**src/logic/mailbox_pkg.sv**
```systemverilog
// constants and types shared by the mailbox design files
package mailbox_pkg;
   // local processor port numbers, fixed
   localparam logic [7:0] LPORT_CMD = 8'h00;
   localparam logic [7:0] LPORT_DATA = 8'h01;
   localparam logic [7:0] LPORT_FLAGS = 8'h02;
   localparam logic [7:0] LPORT_CTRL = 8'h02;
   localparam logic [7:0] LPORT_VEC = 8'h03;
   localparam logic [3:0] LPORT_MEMCFG_HI = 4'h4;
   // host port offsets from the switch base
   localparam logic HOST_OFS_CMD = 1'b0;
   localparam logic HOST_OFS_DATA = 1'b1;
   // memory map limits
   localparam logic [15:0] ROM_LAST = 16'h3fff;
   localparam logic [15:0] RAM_LAST = 16'hbfff;
   // memory configuration bit and its reset value
   localparam int MEMCFG_ALL_RAM_BIT = 0;
   localparam logic MEMCFG_RESET = 1'b0;
   // flag port bit positions
   localparam int FLAG_CMD_FULL = 0;
   localparam int FLAG_DIN_FULL = 1;
   localparam int FLAG_STAT_FULL = 2;
   localparam int FLAG_DOUT_FULL = 3;
   localparam int FLAG_HINT_PEND = 4;
   localparam int FLAG_ALL_RAM = 5;
   // control port: bits 3..0 enable local sources, bit 4 enables host interrupt
   localparam int CTRL_HINT_EN = 4;
   localparam logic [4:0] CTRL_RESET = 5'h00;
   localparam int LSRC_COUNT = 4;
   // local interrupt vector base; low bits carry the source number
   localparam logic [7:0] LVEC_BASE = 8'he0;
   localparam logic [7:0] UNMAPPED_READ = 8'hff;
   localparam logic [7:0] BYTE_ZERO = 8'h00;
   // local processor reset stretch after board reset release
   localparam int CLK_PERIOD_NS = 25;
   localparam int CPU_RESET_HOLD_NS = 100;
   localparam int CPU_RESET_CYCLES = (CPU_RESET_HOLD_NS + CLK_PERIOD_NS - 1) / CLK_PERIOD_NS;
   localparam int HOLD_CNT_W = 4;
   // host interrupt sequencer states
   typedef enum logic [2:0] {
      HINT_IDLE = 3'b001,
      HINT_PEND = 3'b010,
      HINT_VEC = 3'b100
   } hint_state_type;
endpackage : mailbox_pkg

```
**src/logic/host_coprocessor_mailbox.sv**
```systemverilog
// host to local processor mailbox, memory map and interrupt control
`timescale 1ns/1ps
module host_coprocessor_mailbox
   import mailbox_pkg::*;
#(
   parameter int SWITCH_W = 7
)
(
   // clock and reset sources
   input wire logic clk_sys,
   input wire logic reset_n,
   input wire logic bus_reset_n,
   input wire logic ext_reset_n,
   // host port base switch
   input wire logic [SWITCH_W-1:0] base_select_switch,
   // host port access
   input wire logic [7:0] host_addr,
   input wire logic host_wr,
   input wire logic host_rd,
   input wire logic [7:0] host_wdata,
   output logic [7:0] host_rdata,
   output logic host_rdata_oe,
   // host interrupt
   output logic host_int_req,
   input wire logic host_int_ack,
   output logic [7:0] host_vector,
   output logic host_vector_oe,
   // local processor port access
   input wire logic [7:0] local_addr,
   input wire logic local_wr,
   input wire logic local_rd,
   input wire logic [7:0] local_wdata,
   output logic [7:0] local_rdata,
   // local interrupt
   output logic local_int_req,
   input wire logic local_int_ack,
   output logic [7:0] local_vector,
   // local memory map
   input wire logic [15:0] local_mem_addr,
   output logic rom_select,
   output logic ram_select,
   output logic map_all_ram,
   // local processor reset
   output logic local_cpu_reset_n
);
   logic board_reset_n;
   logic host_hit;
   logic host_wr_cmd, host_wr_data, host_rd_stat, host_rd_dout;
   logic loc_rd_cmd, loc_rd_din, loc_wr_stat, loc_wr_dout;
   logic loc_wr_ctrl, loc_wr_vec, loc_wr_memcfg;
   logic [7:0] cmd_byte, din_byte, stat_byte, dout_byte;
   logic cmd_full, din_full, stat_full, dout_full;
   logic [4:0] ctrl_reg;
   logic [7:0] hvec_reg;
   logic [HOLD_CNT_W-1:0] hold_cnt_reg;
   logic [LSRC_COUNT-1:0] lsrc;
   logic [7:0] flags;
   hint_state_type hint_reg, hint_next;

   // any of the three active-low reset sources resets the board
   board_reset_sync u_reset_sync
   (
      .clk_sys(clk_sys),
      .raw_reset_n(reset_n & bus_reset_n & ext_reset_n),
      .board_reset_n(board_reset_n)
   );

   // host decode against the switch base
   assign host_hit = host_addr[7:1] == base_select_switch;
   assign host_wr_cmd = host_hit && host_wr && host_addr[0] == HOST_OFS_CMD;
   assign host_wr_data = host_hit && host_wr && host_addr[0] == HOST_OFS_DATA;
   assign host_rd_stat = host_hit && host_rd && host_addr[0] == HOST_OFS_CMD;
   assign host_rd_dout = host_hit && host_rd && host_addr[0] == HOST_OFS_DATA;

   // local decode at fixed port numbers
   assign loc_rd_cmd = local_rd && local_addr == LPORT_CMD;
   assign loc_rd_din = local_rd && local_addr == LPORT_DATA;
   assign loc_wr_stat = local_wr && local_addr == LPORT_CMD;
   assign loc_wr_dout = local_wr && local_addr == LPORT_DATA;
   assign loc_wr_ctrl = local_wr && local_addr == LPORT_CTRL;
   assign loc_wr_vec = local_wr && local_addr == LPORT_VEC;
   assign loc_wr_memcfg = local_wr && local_addr[7:4] == LPORT_MEMCFG_HI;

   // the four mailbox bytes
   mailbox_slot #(.WIDTH(8)) u_cmd
   (
      .clk_sys(clk_sys), .reset_n(board_reset_n),
      .wr_en(host_wr_cmd), .wdata(host_wdata),
      .rd_en(loc_rd_cmd), .data_reg(cmd_byte), .full_reg(cmd_full)
   );
   mailbox_slot #(.WIDTH(8)) u_din
   (
      .clk_sys(clk_sys), .reset_n(board_reset_n),
      .wr_en(host_wr_data), .wdata(host_wdata),
      .rd_en(loc_rd_din), .data_reg(din_byte), .full_reg(din_full)
   );
   mailbox_slot #(.WIDTH(8)) u_stat
   (
      .clk_sys(clk_sys), .reset_n(board_reset_n),
      .wr_en(loc_wr_stat), .wdata(local_wdata),
      .rd_en(host_rd_stat), .data_reg(stat_byte), .full_reg(stat_full)
   );
   mailbox_slot #(.WIDTH(8)) u_dout
   (
      .clk_sys(clk_sys), .reset_n(board_reset_n),
      .wr_en(loc_wr_dout), .wdata(local_wdata),
      .rd_en(host_rd_dout), .data_reg(dout_byte), .full_reg(dout_full)
   );

   // flags byte for polling
   always_comb
   begin
      flags = BYTE_ZERO;
      flags[FLAG_CMD_FULL] = cmd_full;
      flags[FLAG_DIN_FULL] = din_full;
      flags[FLAG_STAT_FULL] = stat_full;
      flags[FLAG_DOUT_FULL] = dout_full;
      flags[FLAG_HINT_PEND] = hint_reg != HINT_IDLE;
      flags[FLAG_ALL_RAM] = map_all_ram;
   end

   // host read data, registered
   always_ff @(posedge clk_sys or negedge board_reset_n)
   begin
      if (!board_reset_n)
      begin
         host_rdata <= BYTE_ZERO;
         host_rdata_oe <= 1'b0;
      end
      else
      begin
         host_rdata_oe <= host_rd_stat || host_rd_dout;
         if (host_rd_stat)
            host_rdata <= stat_byte;
         else if (host_rd_dout)
            host_rdata <= dout_byte;
      end
   end

   // local read data, registered
   always_ff @(posedge clk_sys or negedge board_reset_n)
   begin
      if (!board_reset_n)
         local_rdata <= BYTE_ZERO;
      else if (local_rd)
      begin
         case (local_addr)
            LPORT_CMD: local_rdata <= cmd_byte;
            LPORT_DATA: local_rdata <= din_byte;
            LPORT_FLAGS: local_rdata <= flags;
            default: local_rdata <= UNMAPPED_READ;
         endcase
      end
   end

   // interrupt control register
   always_ff @(posedge clk_sys or negedge board_reset_n)
   begin
      if (!board_reset_n)
         ctrl_reg <= CTRL_RESET;
      else if (loc_wr_ctrl)
         ctrl_reg <= local_wdata[4:0];
   end

   // memory configuration, reset to ROM plus RAM
   always_ff @(posedge clk_sys or negedge board_reset_n)
   begin
      if (!board_reset_n)
         map_all_ram <= MEMCFG_RESET;
      else if (loc_wr_memcfg)
         map_all_ram <= local_wdata[MEMCFG_ALL_RAM_BIT];
   end

   // registered memory selects, one cycle after the address
   always_ff @(posedge clk_sys or negedge board_reset_n)
   begin
      if (!board_reset_n)
      begin
         rom_select <= 1'b0;
         ram_select <= 1'b0;
      end
      else
      begin
         rom_select <= !map_all_ram && local_mem_addr <= ROM_LAST;
         ram_select <= map_all_ram || (local_mem_addr > ROM_LAST
                       && local_mem_addr <= RAM_LAST);
      end
   end

   // local processor held in reset a few cycles past board reset
   always_ff @(posedge clk_sys or negedge board_reset_n)
   begin
      if (!board_reset_n)
      begin
         hold_cnt_reg <= '0;
         local_cpu_reset_n <= 1'b0;
      end
      else if (hold_cnt_reg != HOLD_CNT_W'(CPU_RESET_CYCLES))
         hold_cnt_reg <= hold_cnt_reg + 1'b1;
      else
         local_cpu_reset_n <= 1'b1;
   end

   // local interrupt sources: host wrote a byte or took one
   assign lsrc = {!dout_full, !stat_full, din_full, cmd_full} & ctrl_reg[3:0];

   // local interrupt request and vector
   always_ff @(posedge clk_sys or negedge board_reset_n)
   begin
      if (!board_reset_n)
      begin
         local_int_req <= 1'b0;
         local_vector <= LVEC_BASE;
      end
      else
      begin
         local_int_req <= |lsrc;
         if (local_int_ack)
         begin
            local_vector <= LVEC_BASE;
            for (int i = LSRC_COUNT - 1; i >= 0; i--)
               if (lsrc[i])
                  local_vector <= LVEC_BASE | 8'((i) << 1);
         end
      end
   end

   // host vector written by local software
   always_ff @(posedge clk_sys or negedge board_reset_n)
   begin
      if (!board_reset_n)
         hvec_reg <= BYTE_ZERO;
      else if (loc_wr_vec)
         hvec_reg <= local_wdata;
   end

   // host interrupt sequencer; a new vector write wins over the ack
   always_comb
   begin
      case (hint_reg)
         HINT_IDLE: hint_next = loc_wr_vec ? HINT_PEND : HINT_IDLE;
         HINT_PEND: hint_next = (host_int_ack && ctrl_reg[CTRL_HINT_EN]
                                 && !loc_wr_vec) ? HINT_VEC : HINT_PEND;
         HINT_VEC: hint_next = loc_wr_vec ? HINT_PEND : HINT_IDLE;
         default: hint_next = HINT_IDLE;
      endcase
   end

   always_ff @(posedge clk_sys or negedge board_reset_n)
   begin
      if (!board_reset_n)
         hint_reg <= HINT_IDLE;
      else
         hint_reg <= hint_next;
   end

   // host interrupt outputs from flops
   always_ff @(posedge clk_sys or negedge board_reset_n)
   begin
      if (!board_reset_n)
      begin
         host_int_req <= 1'b0;
         host_vector <= BYTE_ZERO;
         host_vector_oe <= 1'b0;
      end
      else
      begin
         host_int_req <= hint_next == HINT_PEND && ctrl_reg[CTRL_HINT_EN];
         host_vector_oe <= hint_next == HINT_VEC;
         host_vector <= (hint_next == HINT_VEC) ? hvec_reg : BYTE_ZERO;
      end
   end
endmodule : host_coprocessor_mailbox

```
**src/logic/board_reset_sync.sv**
```systemverilog
// board reset synchroniser: async assert, clocked release
`timescale 1ns/1ps
module board_reset_sync
(
   // clock and raw active-low reset
   input wire logic clk_sys,
   input wire logic raw_reset_n,
   // synchronised board reset
   output logic board_reset_n
);
   logic meta_reg;

   // two flops; the first is read only by the second
   always_ff @(posedge clk_sys or negedge raw_reset_n)
   begin
      if (!raw_reset_n)
      begin
         meta_reg <= 1'b0;
         board_reset_n <= 1'b0;
      end
      else
      begin
         meta_reg <= 1'b1;
         board_reset_n <= meta_reg;
      end
   end
endmodule : board_reset_sync

```
**src/logic/mailbox_slot.sv**
```systemverilog
// one mailbox byte with its full flag
`timescale 1ns/1ps
module mailbox_slot
#(
   parameter int WIDTH = 8
)
(
   // clock and reset
   input wire logic clk_sys,
   input wire logic reset_n,
   // writer side
   input wire logic wr_en,
   input wire logic [WIDTH-1:0] wdata,
   // reader side
   input wire logic rd_en,
   output logic [WIDTH-1:0] data_reg,
   output logic full_reg
);
   // byte store
   always_ff @(posedge clk_sys or negedge reset_n)
   begin
      if (!reset_n)
         data_reg <= '0;
      else if (wr_en)
         data_reg <= wdata;
   end

   // full flag, a write in the same cycle as the read wins
   always_ff @(posedge clk_sys or negedge reset_n)
   begin
      if (!reset_n)
         full_reg <= 1'b0;
      else if (wr_en)
         full_reg <= 1'b1;
      else if (rd_en)
         full_reg <= 1'b0;
   end
endmodule : mailbox_slot

```
**config.mk**
```make
export PLATFORM = sky130hd
export DESIGN_NAME = host_coprocessor_mailbox
export DESIGN_NICKNAME = d
export VERILOG_FILES = /design/src/logic/mailbox_pkg.sv /design/src/logic/host_coprocessor_mailbox.sv /design/src/logic/board_reset_sync.sv /design/src/logic/mailbox_slot.sv
export SDC_FILE = /design/constraint.sdc
export NUM_CORES = 1
export LEC_CHECK = 0
export ABC_AREA = 1
export ABC_CLOCK_PERIOD_IN_PS = 3280
export BUFFER_PORTS_ARGS = -buffer_cell sky130_fd_sc_hd__clkbuf_2
export CAP_MARGIN = 0
export CORE_UTILIZATION = 35
export CTS_BUF_LIST = sky130_fd_sc_hd__clkbuf_4 sky130_fd_sc_hd__clkbuf_8 sky130_fd_sc_hd__clkbuf_16
export DETAILED_ROUTE_END_ITERATION = 8
export MAX_ROUTING_LAYER = met4
export SLEW_MARGIN = 20
export SYNTH_ARGS = -nofsm -noshare
export SYNTH_HDL_FRONTEND = slang
export SYNTH_SLANG_ARGS = --single-unit
```
**constraint.sdc**
```tcl
create_clock -name clk_sys -period 3.28 [get_ports clk_sys]
set_input_delay 0.82 -clock clk_sys [delete_from_list [all_inputs] [get_ports clk_sys]]
set_output_delay 0.82 -clock clk_sys [all_outputs]
set_load 0.01 [all_outputs]
```
After elaboration in Yosys (flattened, before gate mapping)
Cells that the tools add are included.
{"block": "word_totals", "regBits": 98, "in_bits": 65, "output_inout_bits": 40, "word_cells": 97}
{"block": "op_classes", "n_addsub": 1, "n_lt_le_gt_ge": 3, "n_eq_ne": 12, "muxes": 19, "bitwise": 4, "n_reduce_logical": 32}
{"operator": "$mux W8", "count": 6}
{"operator": "$pmux W8 S3", "count": 1}
{"operator": "$logic_and A1 B1 Y1", "count": 18}
{"operator": "$eq A8 B2 Y1 const B", "count": 2}
{"operator": "$gt A16 B14 Y1 const B", "count": 1}
{"operator": "$le A16 B14 Y1 const B", "count": 1}
{"operator": "$le A16 B16 Y1 const B", "count": 1}
{"operator": "$reduce_bool A2 Y1", "count": 5}
{"operator": "$eq A8 B1 Y1 const B", "count": 1}
{"operator": "$logic_not A8 Y1", "count": 1}
{"operator": "$mux W1", "count": 8}
{"operator": "$eq A7 B7 Y1", "count": 1}
{"operator": "$eq A3 B2 Y1 const B", "count": 2}
{"operator": "$eq A3 B3 Y1 const B", "count": 2}
{"operator": "$mux W3", "count": 2}
{"operator": "$pmux W3 S2", "count": 1}
{"operator": "$add A4 B1 Y4 const B", "count": 1}
{"operator": "$and A4 B4 Y4", "count": 1}
{"operator": "$eq A4 B3 Y1 const B", "count": 1}
{"operator": "$logic_not A1 Y1", "count": 4}
{"operator": "$ne A4 B3 Y1 const B", "count": 1}
{"operator": "$reduce_or A4 Y1", "count": 1}
{"operator": "$eq A3 B1 Y1 const B", "count": 1}
{"operator": "$ne A3 B1 Y1 const B", "count": 1}
{"operator": "other kinds (5)", "count": 7}

Longest topological paths before layout
Gate-level depths: netlist (run 1).
{"block": "logic_depth", "word_depth": 8, "mapped_depth": 10, "ltp_nobuf": 9}

Hierarchy
Synthesis (run 1) repeated with hierarchy kept, for this count alone.
{"block": "hier_totals", "hier_cells": 493, "area_unflattened_um2": 4102.7}
{"mod": "host_coprocessor_mailbox", "instances": 1, "cells_each": 338, "area_per_inst_um2": 2682.6, "seq_area_each_um2": 1352.5}
{"mod": "mailbox_slot", "instances": 4, "cells_each": 38, "area_per_inst_um2": 341.6, "seq_area_each_um2": 225.2}
{"mod": "board_reset_sync", "instances": 1, "cells_each": 3, "area_per_inst_um2": 53.8, "seq_area_each_um2": 50.0}

Worst setup path after synthesis (run 1)
No wires, ideal clock.
{"block": "synth_path", "path_type": "input -> register", "start": "in base_select_switch[0]", "end": "reg u_cmd.data_reg[6]", "setup_ns": 0.118, "arrival_ns": 1.712, "required_time_ns": 3.162, "path_slack_ns": 1.450, "path_stages": 7, "n_path_buf": 1, "cell_sequence": "xnor2_1 nand3_2 nor2_8 nand3_4 buf_6 nand2_1 o21ai_2"}
{"block": "synth_via", "elab_chain_len": 3}
{"item": "from (decl)", "line_no": "host_coprocessor_mailbox.sv:15", "text": "input wire logic [SWITCH_W-1:0] base_select_switch,"}
{"item": "$eq A7 B7 Y1", "line_no": "host_coprocessor_mailbox.sv:69", "text": "assign host_hit = host_addr[7:1] == base_select_switch;"}
{"item": "$logic_and A1 B1 Y1 (2 in a row)", "line_no": "host_coprocessor_mailbox.sv:70", "text": "assign host_wr_cmd = host_hit && host_wr && host_addr[0] == HOST_OFS_CMD;"}
{"item": "to (signal assigned)", "line_no": "mailbox_slot.sv:25", "text": "data_reg <= wdata;"}
{"item": "to (decl)", "line_no": "mailbox_slot.sv:16", "text": "output logic [WIDTH-1:0] data_reg,"}
Every way passes these cells.
A chain may end at the register's enable or synchronous reset.

Worst setup path after layout (run 1)
{"block": "layout_path", "start": "in base_select_switch[6]", "end": "reg u_din.data_reg[0]"}
{"block": "layout_via", "elab_chain_len": 3}
{"item": "$eq A7 B7 Y1", "line_no": "host_coprocessor_mailbox.sv:69"}
{"item": "$logic_and A1 B1 Y1 (2 in a row)", "line_no": "host_coprocessor_mailbox.sv:71", "text": "assign host_wr_data = host_hit && host_wr && host_addr[0] == HOST_OFS_DATA;"}
{"item": "to (signal assigned)", "line_no": "mailbox_slot.sv:25"}
{"item": "to (decl)", "line_no": "mailbox_slot.sv:16"}
Every way passes these cells.

==> flow_summary.json, run 1 <==
{
  "status": "finished with violations",
  "violations": "DRC",
  "synthDistinctLibCells": 38,
  "numCtsBuffers": 9,
  "track_usage": 0.159,
  "fin_nets": 609,
  "rsz0062_at_grt": "no",
  "wl_mm": 8.87,
  "num_vias": 3216,
  "synth_area_um2": 4200,
  "critPathCaptureType": "flop",
  "worstPathArrival_ps": 2090,
  "tightest_slew_ps": 617,
  "grt_overflow": 0,
  "worst_setup_path_start_kind": "input pin",
  "rrSetupSlack_ps": 1770,
  "clk_latency_ps": 340,
  "fin_cells": 689,
  "cap_violations": 0,
  "via_per_inst": 4.67,
  "setup_viol": 0,
  "fin_ws_ps": 1420,
  "fin_crit_sh": 0.568,
  "cts_max_path_buffers": 2,
  "placed_cells": 673,
  "synthCells": 457,
  "io_buffers": 84,
  "ir_worst_vdd_uv": 296,
  "ios": 105,
  "grt_pass1_vias": 3078,
  "hpwlAfterDp_mm": 6.38,
  "dr.first_iter.drc_count": 206,
  "clockRootBuffer": "clkbuf_16",
  "finalPower_mw": 2.79,
  "drive_gt1_frac": 0.300,
  "post-place-ws_ps": 1050,
  "synth.yosys.seq_area_share": 0.549,
  "clk_pin_slew_ps": 60,
  "power_density_nw_per_um2": 554,
  "syn_area_per_cell_um2": 9.18,
  "cts_sinks": 92,
  "yosysWarnings": 0,
  "remaining_drc_errors": 11,
  "slew_viol_final": 0,
  "die_area_um2": 12400,
  "dr.pass1.iters": 6,
  "wl_per_cell_um": 12.9,
  "htree_levels": 3,
  "slew_headroom": 0.589,
  "final_util": 0.436,
  "crit_fanout": 19,
  "hold_buffers": 0,
  "fin_tns_setup_ps": 0,
  "yosys_register_bits": 92,
  "area.growth.synth_to_final_pct": 20.2,
  "globalplace.congestion": 0.792,
  "diodes": 0,
  "start_util": 0.363,
  "die-width_um": 112,
  "worstSetupPathType": "input pin to flop",
  "rows": 39,
  "antenna_found_initial": 0,
  "layout_min_cycle_time_ps": 1860,
  "cp.required_ps": 3500,
  "grt_start_max_net_pins": 50,
  "cts-resized-gates": 0,
  "cts_tree": "built",
  "grt_pass1_wl_mm": 15.0,
  "core-area_um2": 11600,
  "final-hold-violation-count": 0,
  "worst_clock_skew_ps": 6.98,
  "die_h_um": 112,
  "ant_nets": 0,
  "leakage_nw": 2.56,
  "hold_class": "flop to asynchronous set/reset pin",
  "fmax_mhz": 537,
  "post_cts_buffers": 0
}
[layout by cell type (no fill, tap or decap), types with 3 or more instances in the layout]
master and count:
or2_2 5, clkbuf_2 84, dfrtp_1 90, clkbuf_16 9
inv_2 5, nand2_1 104, nand4_1 23, o21ai_2 17
inv_1 58, nand3_4 3, nor2_1 24, nor2_2 11
nor2_4 3, conb_1 7, nand3_1 19, nand3_2 4
o21ai_1 24, nand2_2 7, o21ai_0 13, ha_1 3
[area by class of cell]
class	instances	area (um2)
Clock buffer	11	253
Clock inverter	5	83.8
Fill cell	1136	6520
Inverter	66	253
Multi-Input combinational cell	286	1530
Sequential cell	92	2310
Tap cell	143	179
Timing Repair Buffer	86	435
[final timing paths]
kind                            cells past startpoint                       start                          to
worst max-delay path                               10       base_select_switch[6]           u_din.data_reg[0]
worst min register to register                      0  u_reset_sync.board_reset_n                 hvec_reg[6]
max in group asynchronous                           1  u_reset_sync.board_reset_n                 hint_reg[0]
worst max register to register                      8                 hint_reg[0]              host_vector[4]
min in group clk_sys                                0       u_reset_sync.meta_reg  u_reset_sync.board_reset_n
worst min-delay path                                0  u_reset_sync.board_reset_n                 hvec_reg[6]
[power by group]
part           internal [mW]  total, mW  switching (mW)
clock network          0.710       1.14           0.428
registers               1.24       1.30          0.0566
logic                  0.136      0.358           0.222
total                   2.09       2.79           0.707
[critical path, stage by stage]
cell and delay, ps:
clkbuf_2 90, inv_1 40, nand2_1 50, nand2_1 50
nor2_1 130, nand2_2 100, nor2_8 270, nand3_4 300
nand2_1 160, o21ai_2 60
[through the flow]
step | area, um2 | hold WS, ps
2_1_floorplan | 4220 | 331
3_3_place_gp | 4710 | 339
3_5_place_dp | 4710 | 340
4_1_cts | 5040 | 358
5_1_grt | 5040 | 368
6_report | 5040 | 353
[layer usage]
metal / up-vias / global-route usage / routed length [um]
li1: 1608 / - / -
met1: 1520 / 0.216 / 4150
met2: 76 / 0.240 / 4250
met3: 12 / 0.0250 / 372
met4: 0 / 0.0568 / 94
met5: - / - / 0
[synthesized netlist by cell type]
cell      instances  area, um2
o21ai_1          24        120
o21ai_0          13       65.1
nor2_1           24       90.1
inv_1            58        218
and3_1            1       6.26
nor2_2           11       68.8
o22ai_1           2       12.5
nor2_8            1       20.0
clkbuf_1          3       11.3
dfrtp_1          91       2280
o31ai_1           1       7.51
xnor2_1           2       17.5
nand3_1          19       95.1
nand2_2           7       43.8
nand3_4           3       52.6
buf_4             9       67.6
nand3_2           4       40.0
a21boi_0          1       7.51
nor3_1            2       10.0
inv_4             1       6.26
o21ai_2          17        149
inv_2             5       18.8
nand4_1          23        144
buf_2             3       15.0
a31oi_1           2       12.5
clkinv_2          2       10.0
a21oi_1           2       10.0
conb_1            2       7.51
xor2_1            1       8.76
nand2_1         104        390
nor3_2            1       10.0
dfstp_2           1       26.3
ha_1              3       37.5
nor2_4            3       33.8
or2_2             5       31.3
buf_6             3       33.8
or2_1             1       6.26
o21bai_1          2       15.0
[cell families after synthesis]
family | share of synthesized area
xor gates and xnor gates | 0.00626
AOI/OAI and AO/OA | 0.0951
buffers and inverters | 0.0906
adders and majority gates | 0.00895
and+or+nand+nor | 0.248
DFF | 0.549
other | 0.00179
(Power assumes the default switching activity.)
==> run 2, diff against run 1 <==
--- a/config.mk
+++ b/config.mk
@@ -6,7 +6,7 @@
 export NUM_CORES = 1
 export LEC_CHECK = 0
 export ABC_AREA = 1
-export ABC_CLOCK_PERIOD_IN_PS = 3280
+export ABC_CLOCK_PERIOD_IN_PS = 1900
 export BUFFER_PORTS_ARGS = -buffer_cell sky130_fd_sc_hd__clkbuf_2
 export CAP_MARGIN = 0
 export CORE_UTILIZATION = 35
==> constraint.sdc (replaced) <==
create_clock -name clk_sys -period 1.9 [get_ports clk_sys]
set_input_delay 0.475 -clock clk_sys [delete_from_list [all_inputs] [get_ports clk_sys]]
set_output_delay 0.475 -clock clk_sys [all_outputs]
set_load 0.01 [all_outputs]
==> flow_summary.json, run 2 (synthesized netlist as in run 1, its figures left out) <==
{
  "critPathBufInv": 1,
  "cpMaxStageDelayCell": "dfstp_2",
  "grt_pass1_wl_mm": 14.9,
  "htree_levels": 3,
  "remaining_drc_errors": 7,
  "grt_start_max_net_pins": 38,
  "area.growth.synth_to_final_pct": 20.6,
  "die_area_um2": 12400,
  "final_common_cell": "nand2_1",
  "clockRootBuffer": "clkbuf_16",
  "wl_per_cell_um": 12.4,
  "clk_pin_slew_ps": 60,
  "die_h_um": 112,
  "dr.pass1.iters": 8,
  "hpwlAfterDp_mm": 6.47,
  "final-hold-violation-count": 0,
  "violations": "DRC",
  "placed_cells": 679,
  "numCtsBuffers": 9,
  "slew_viol_final": 0,
  "critPathTopFamily": "simple AND/OR/NAND/NOR gates",
  "globalplace.congestion": 0.809,
  "cp.required_ps": 2120,
  "layout_common_cells": "nand2_1, dfrtp_1, clkbuf_2, inv_1",
  "cts_tree": "built",
  "top_layer_used": "met4",
  "placed_cell_area_um2": 4760,
  "io_buffers": 84,
  "critPathCaptureType": "flop",
  "fin_nets": 615,
  "ios": 105,
  "finalPower_mw": 4.62,
  "die-width_um": 112,
  "worst_clock_skew_ps": 5.97,
  "path_cells": "or2_1 -> nand3_1 -> o21ai_1 -> nand2_1 -> nand2_2 -> nor2_4 -> inv_4 -> nor2_2",
  "fin_tns_setup_ps": 0,
  "fin_ws_ps": 397,
  "worst_setup_path_start_kind": "flop",
  "via_per_inst": 4.63,
  "post-place-ws_ps": 137,
  "hold_class": "input pin to asynchronous set/reset pin",
  "grt_overflow": 0,
  "dr_wl_met2_mm": 4.03,
  "rows": 39,
  "layout_min_cycle_time_ps": 1500,
  "drt-met1-wl_mm": 4.08,
  "leakage_nw": 2.58,
  "fin_crit_sh": 0.791,
  "cts-resized-gates": 0,
  "core-area_um2": 11600,
  "antenna_found_initial": 0,
  "setup_viol": 0,
  "status": "finished with violations",
  "max_stage_delay_ps": 540,
  "ir_worst_vdd_uv": 357,
  "cts_max_path_buffers": 2,
  "wl_mm": 8.57,
  "cts_sinks": 92,
  "hold_buffers": 0,
  "rsz0062_at_grt": "no",
  "ant_nets": 0,
  "diodes": 0,
  "worstSetupPathType": "flop to flop",
  "start_util": 0.363,
  "num_vias": 3216,
  "clk_latency_ps": 330,
  "dr.first_iter.drc_count": 131,
  "worstPathArrival_ps": 1730,
  "fmax_mhz": 665,
  "fin_cells": 694,
  "cap_violations": 0,
  "power_density_nw_per_um2": 913,
  "drive_gt1_frac": 0.307,
  "post_cts_buffers": 0,
  "post-route-cell-area_um2": 5060,
  "grt_pass1_vias": 3086,
  "crit_fanout": 8,
  "track_usage": 0.155,
  "route.met3.wl_um": 312
}
-- run 2: cell types whose count changed in the layout (fill, tap and decap cells not counted) --
cell,change
buf_12,+1
buf_4,+5
bufinv_16,-1
clkbuf_4,+1
clkbuf_8,-1
clkinv_2,+1
clkinv_4,-1
-- run 2: path summary, 6_finish.rpt --
check / slack (ps) / cells past startpoint / start / endpoint
min in group clk_sys: 350 / 0 / u_reset_sync.meta_reg / u_reset_sync.board_reset_n
worst max register to register: 400 / 8 / hint_reg[0] / host_vector[4]
worst max-delay path: 400 / 8 / hint_reg[0] / host_vector[4]
worst min register to register: 290 / 0 / u_reset_sync.board_reset_n / host_vector[6]
worst min-delay path: 40 / 2 / bus_reset_n / u_reset_sync.board_reset_n
max in group asynchronous: 920 / 1 / u_reset_sync.board_reset_n / u_stat.full_reg
-- run 2: power by group --
group / internal (mW) / switching (mW)
Clock: 1.06 / 0.701
Combinational: 0.241 / 0.383
Sequential: 2.14 / 0.0945
-- run 2: final cells by class --
class                   count  area, um2
fillers                  1138       6500
clock buffers              11        246
inverters                  66        253
repair buffers             92        493
clock inverters             4       50.0
multi-input cells         286       1530
flip-flops and latches     92       2310
well taps                 143        179
-- run 2: through the flow --
stage           util  hold WS [ps]
2_1_floorplan      -           308
3_3_place_gp   0.412           311
3_5_place_dp   0.412           316
4_1_cts        0.438          34.4
5_1_grt        0.438          59.3
6_report       0.438          41.9
-- run 2: per-layer routing --
metal / GRT usage / vias up
met5: - / -
li1: - / 1636
met4: 0.0676 / 0
met2: 0.245 / 78
met3: 0.0229 / 12
met1: 0.198 / 1490
==> run 3, diff against run 2 <==
--- a/config.mk
+++ b/config.mk
@@ -5,8 +5,8 @@
 export SDC_FILE = /design/constraint.sdc
 export NUM_CORES = 1
 export LEC_CHECK = 0
-export ABC_AREA = 1
-export ABC_CLOCK_PERIOD_IN_PS = 1900
+export ABC_AREA = 0
+export ABC_CLOCK_PERIOD_IN_PS = 1400
 export BUFFER_PORTS_ARGS = -buffer_cell sky130_fd_sc_hd__clkbuf_2
 export CAP_MARGIN = 0
 export CORE_UTILIZATION = 35
==> constraint.sdc (replaced) <==
create_clock -name clk_sys -period 1.4 [get_ports clk_sys]
set_input_delay 0.35 -clock clk_sys [delete_from_list [all_inputs] [get_ports clk_sys]]
set_output_delay 0.35 -clock clk_sys [all_outputs]
set_load 0.01 [all_outputs]
==> flow_summary.json, run 3 <==
{
  "worstPathArrival_ps": 1700,
  "r2r-end": "host_vector[1]",
  "hold_class": "flop to asynchronous set/reset pin",
  "synthDistinctLibCells": 43,
  "synthTopCellsByArea": "dfrtp_1, mux2_2, xnor2_1",
  "worst_setup_path_start_kind": "input pin",
  "rsz0062_at_grt": "yes",
  "drive_gt1_frac": 0.524,
  "grt_overflow": 0,
  "crit_start": "local_addr[7]",
  "grt_pass1_vias": 2874,
  "antenna_found_initial": 0,
  "num-fill-cells": 985,
  "yosysWarnings": 0,
  "synth-edff-count": 0,
  "layout_common_cells": "dfrtp_1, clkbuf_2, mux2_2, buf_4, a21oi_1",
  "clockRootBuffer": "clkbuf_8",
  "final_util": 0.476,
  "globalplace.congestion": 0.823,
  "wl_mm": 8.49,
  "fin_ws_ps": -8.84,
  "clk_pin_slew_ps": 100,
  "die_area_um2": 11700,
  "crit_fanout": 4,
  "cpMaxStageDelayCell": "nor4_1",
  "ios": 105,
  "ant_nets": 0,
  "ir_worst_vdd_uv": 397,
  "fmax_mhz": 710,
  "area.growth.synth_to_final_pct": 31.8,
  "cts_max_path_buffers": 2,
  "leakage_nw": 2.65,
  "wl_per_cell_um": 14.9,
  "start_util": 0.361,
  "dr.first_iter.drc_count": 70,
  "layout_min_cycle_time_ps": 1410,
  "die_h_um": 108,
  "critPathCaptureType": "flop",
  "die-width_um": 108,
  "remaining_drc_errors": 0,
  "track_usage": 0.162,
  "drt-met1-wl_mm": 3.91,
  "slew_viol_final": 0,
  "numCtsBuffers": 9,
  "synthCells": 297,
  "cp.required_ps": 1690,
  "io_buffers": 84,
  "synth.yosys.seq_area_share": 0.586,
  "max_stage_delay_ps": 390,
  "setup_viol": 1,
  "grt_start_max_net_pins": 35,
  "path_depth": 6,
  "critPathTopFamily": "simple AND/OR/NAND/NOR gates",
  "diodes": 0,
  "cap_violations": 0,
  "status": "finished with violations",
  "cts_sinks": 92,
  "rr_worst_depth": 5,
  "rows": 38,
  "hpwlAfterDp_mm": 6.25,
  "clk_latency_ps": 360,
  "dr_wl_met2_mm": 4.11,
  "violations": "setup timing",
  "rrSetupSlack_ps": 120,
  "core-area_um2": 10900,
  "yosys_register_bits": 92,
  "cts_tree": "built",
  "crit_end": "host_int_req",
  "final-hold-violation-count": 0,
  "fin_crit_sh": 1.01,
  "yosysMostFrequentCell": "dfrtp_1",
  "post-place-ws_ps": -350,
  "synth-main-ff-cell": "dfrtp_1",
  "synth_top_cell_by_area": "dfrtp_1",
  "final_common_cell": "dfrtp_1",
  "syn_area_per_cell_um2": 13.2,
  "fin_nets": 492,
  "synth_area_um2": 3930,
  "htree_levels": 3,
  "dr.pass1.iters": 4,
  "synth_common_cells": "dfrtp_1, mux2_2, a21oi_1",
  "worstSetupPathType": "input pin to flop",
  "synthArstFlopShare": 1.00,
  "grt_pass1_wl_mm": 14.0,
  "num_vias": 2743,
  "worst_clock_skew_ps": 11.5,
  "power_density_nw_per_um2": 1000,
  "synth_top_area_frac": 0.579,
  "top_layer_used": "met4",
  "via_per_inst": 4.82,
  "route.met3.wl_um": 412,
  "path_cells": "clkbuf_2 -> nor4_4 -> buf_4 -> nand3_1 -> nor4_1 -> o31a_1",
  "critPathBufInv": 2,
  "worstReg2RegStart": "hint_reg[0]"
}
## run 3: metrics by stage
stage	total power [mW]	hold slack (ps)	setup TNS (ps)	cell area [um2]	cells
global route	5.45	225	-62.9	5180	569
CTS	5.26	215	0	5150	567
floorplan	3.16	183	-5110	4110	302
detailed placement	3.41	224	-21820	4920	549
global placement	3.39	221	-19280	4920	549
finish	5.20	227	-8.84	5180	569
## run 3: logic make-up after synthesis
family                   synth area share
AO/OA/AOI/OAI                      0.0662
XOR/XNOR                           0.0178
adder cells (fa/ha/maj)           0.00955
buffers and inverters              0.0274
flip-flops                          0.586
multiplexers                        0.180
other                             0.00191
AND/OR/NAND/NOR                     0.111
## run 3: report_power, final
group | internal, mW | switching [mW]
clock network | 0.890 | 0.958
registers | 2.78 | 0.0817
logic | 0.266 | 0.232
## run 3: layout make-up
class                           count  area (um2)  share of cell area
Sequential cell                    92        2310               0.445
Multi-Input combinational cell    189        1670               0.322
Timing Repair Buffer              125         796               0.154
Tap cell                          140         175              0.0338
Clock buffer                       10         138              0.0266
Clock inverter                      6        68.8              0.0133
Inverter                            7        26.3             0.00507
## run 3: what timing repair did
item	CTS	global route
setup buffers	0	2
resized for setup	0	3
hold buffers	2	0
hold endpoints to repair	2	0
endpoints found under the setup margin	0	18
## run 3: worst min-delay path by stage
stage,startpoint,end,slack [ps],cells after the start
final,u_reset_sync.board_reset_n,u_cmd.data_reg[1],230,0
after global routing,host_wdata[0],u_cmd.data_reg[0],230,2
after CTS,local_int_ack,local_vector[2],210,2
after detailed placement,u_reset_sync.board_reset_n,hint_reg[1],220,0
after global placement,u_reset_sync.board_reset_n,hint_reg[1],220,0
after floorplan,bus_reset_n,u_reset_sync.meta_reg,180,1
## run 3: routing by layer
metal  GRT usage  up-vias
met5           -        -
met4      0.0372        0
met3      0.0404        9
li1            -     1297
met1       0.208     1351
met2       0.258       86
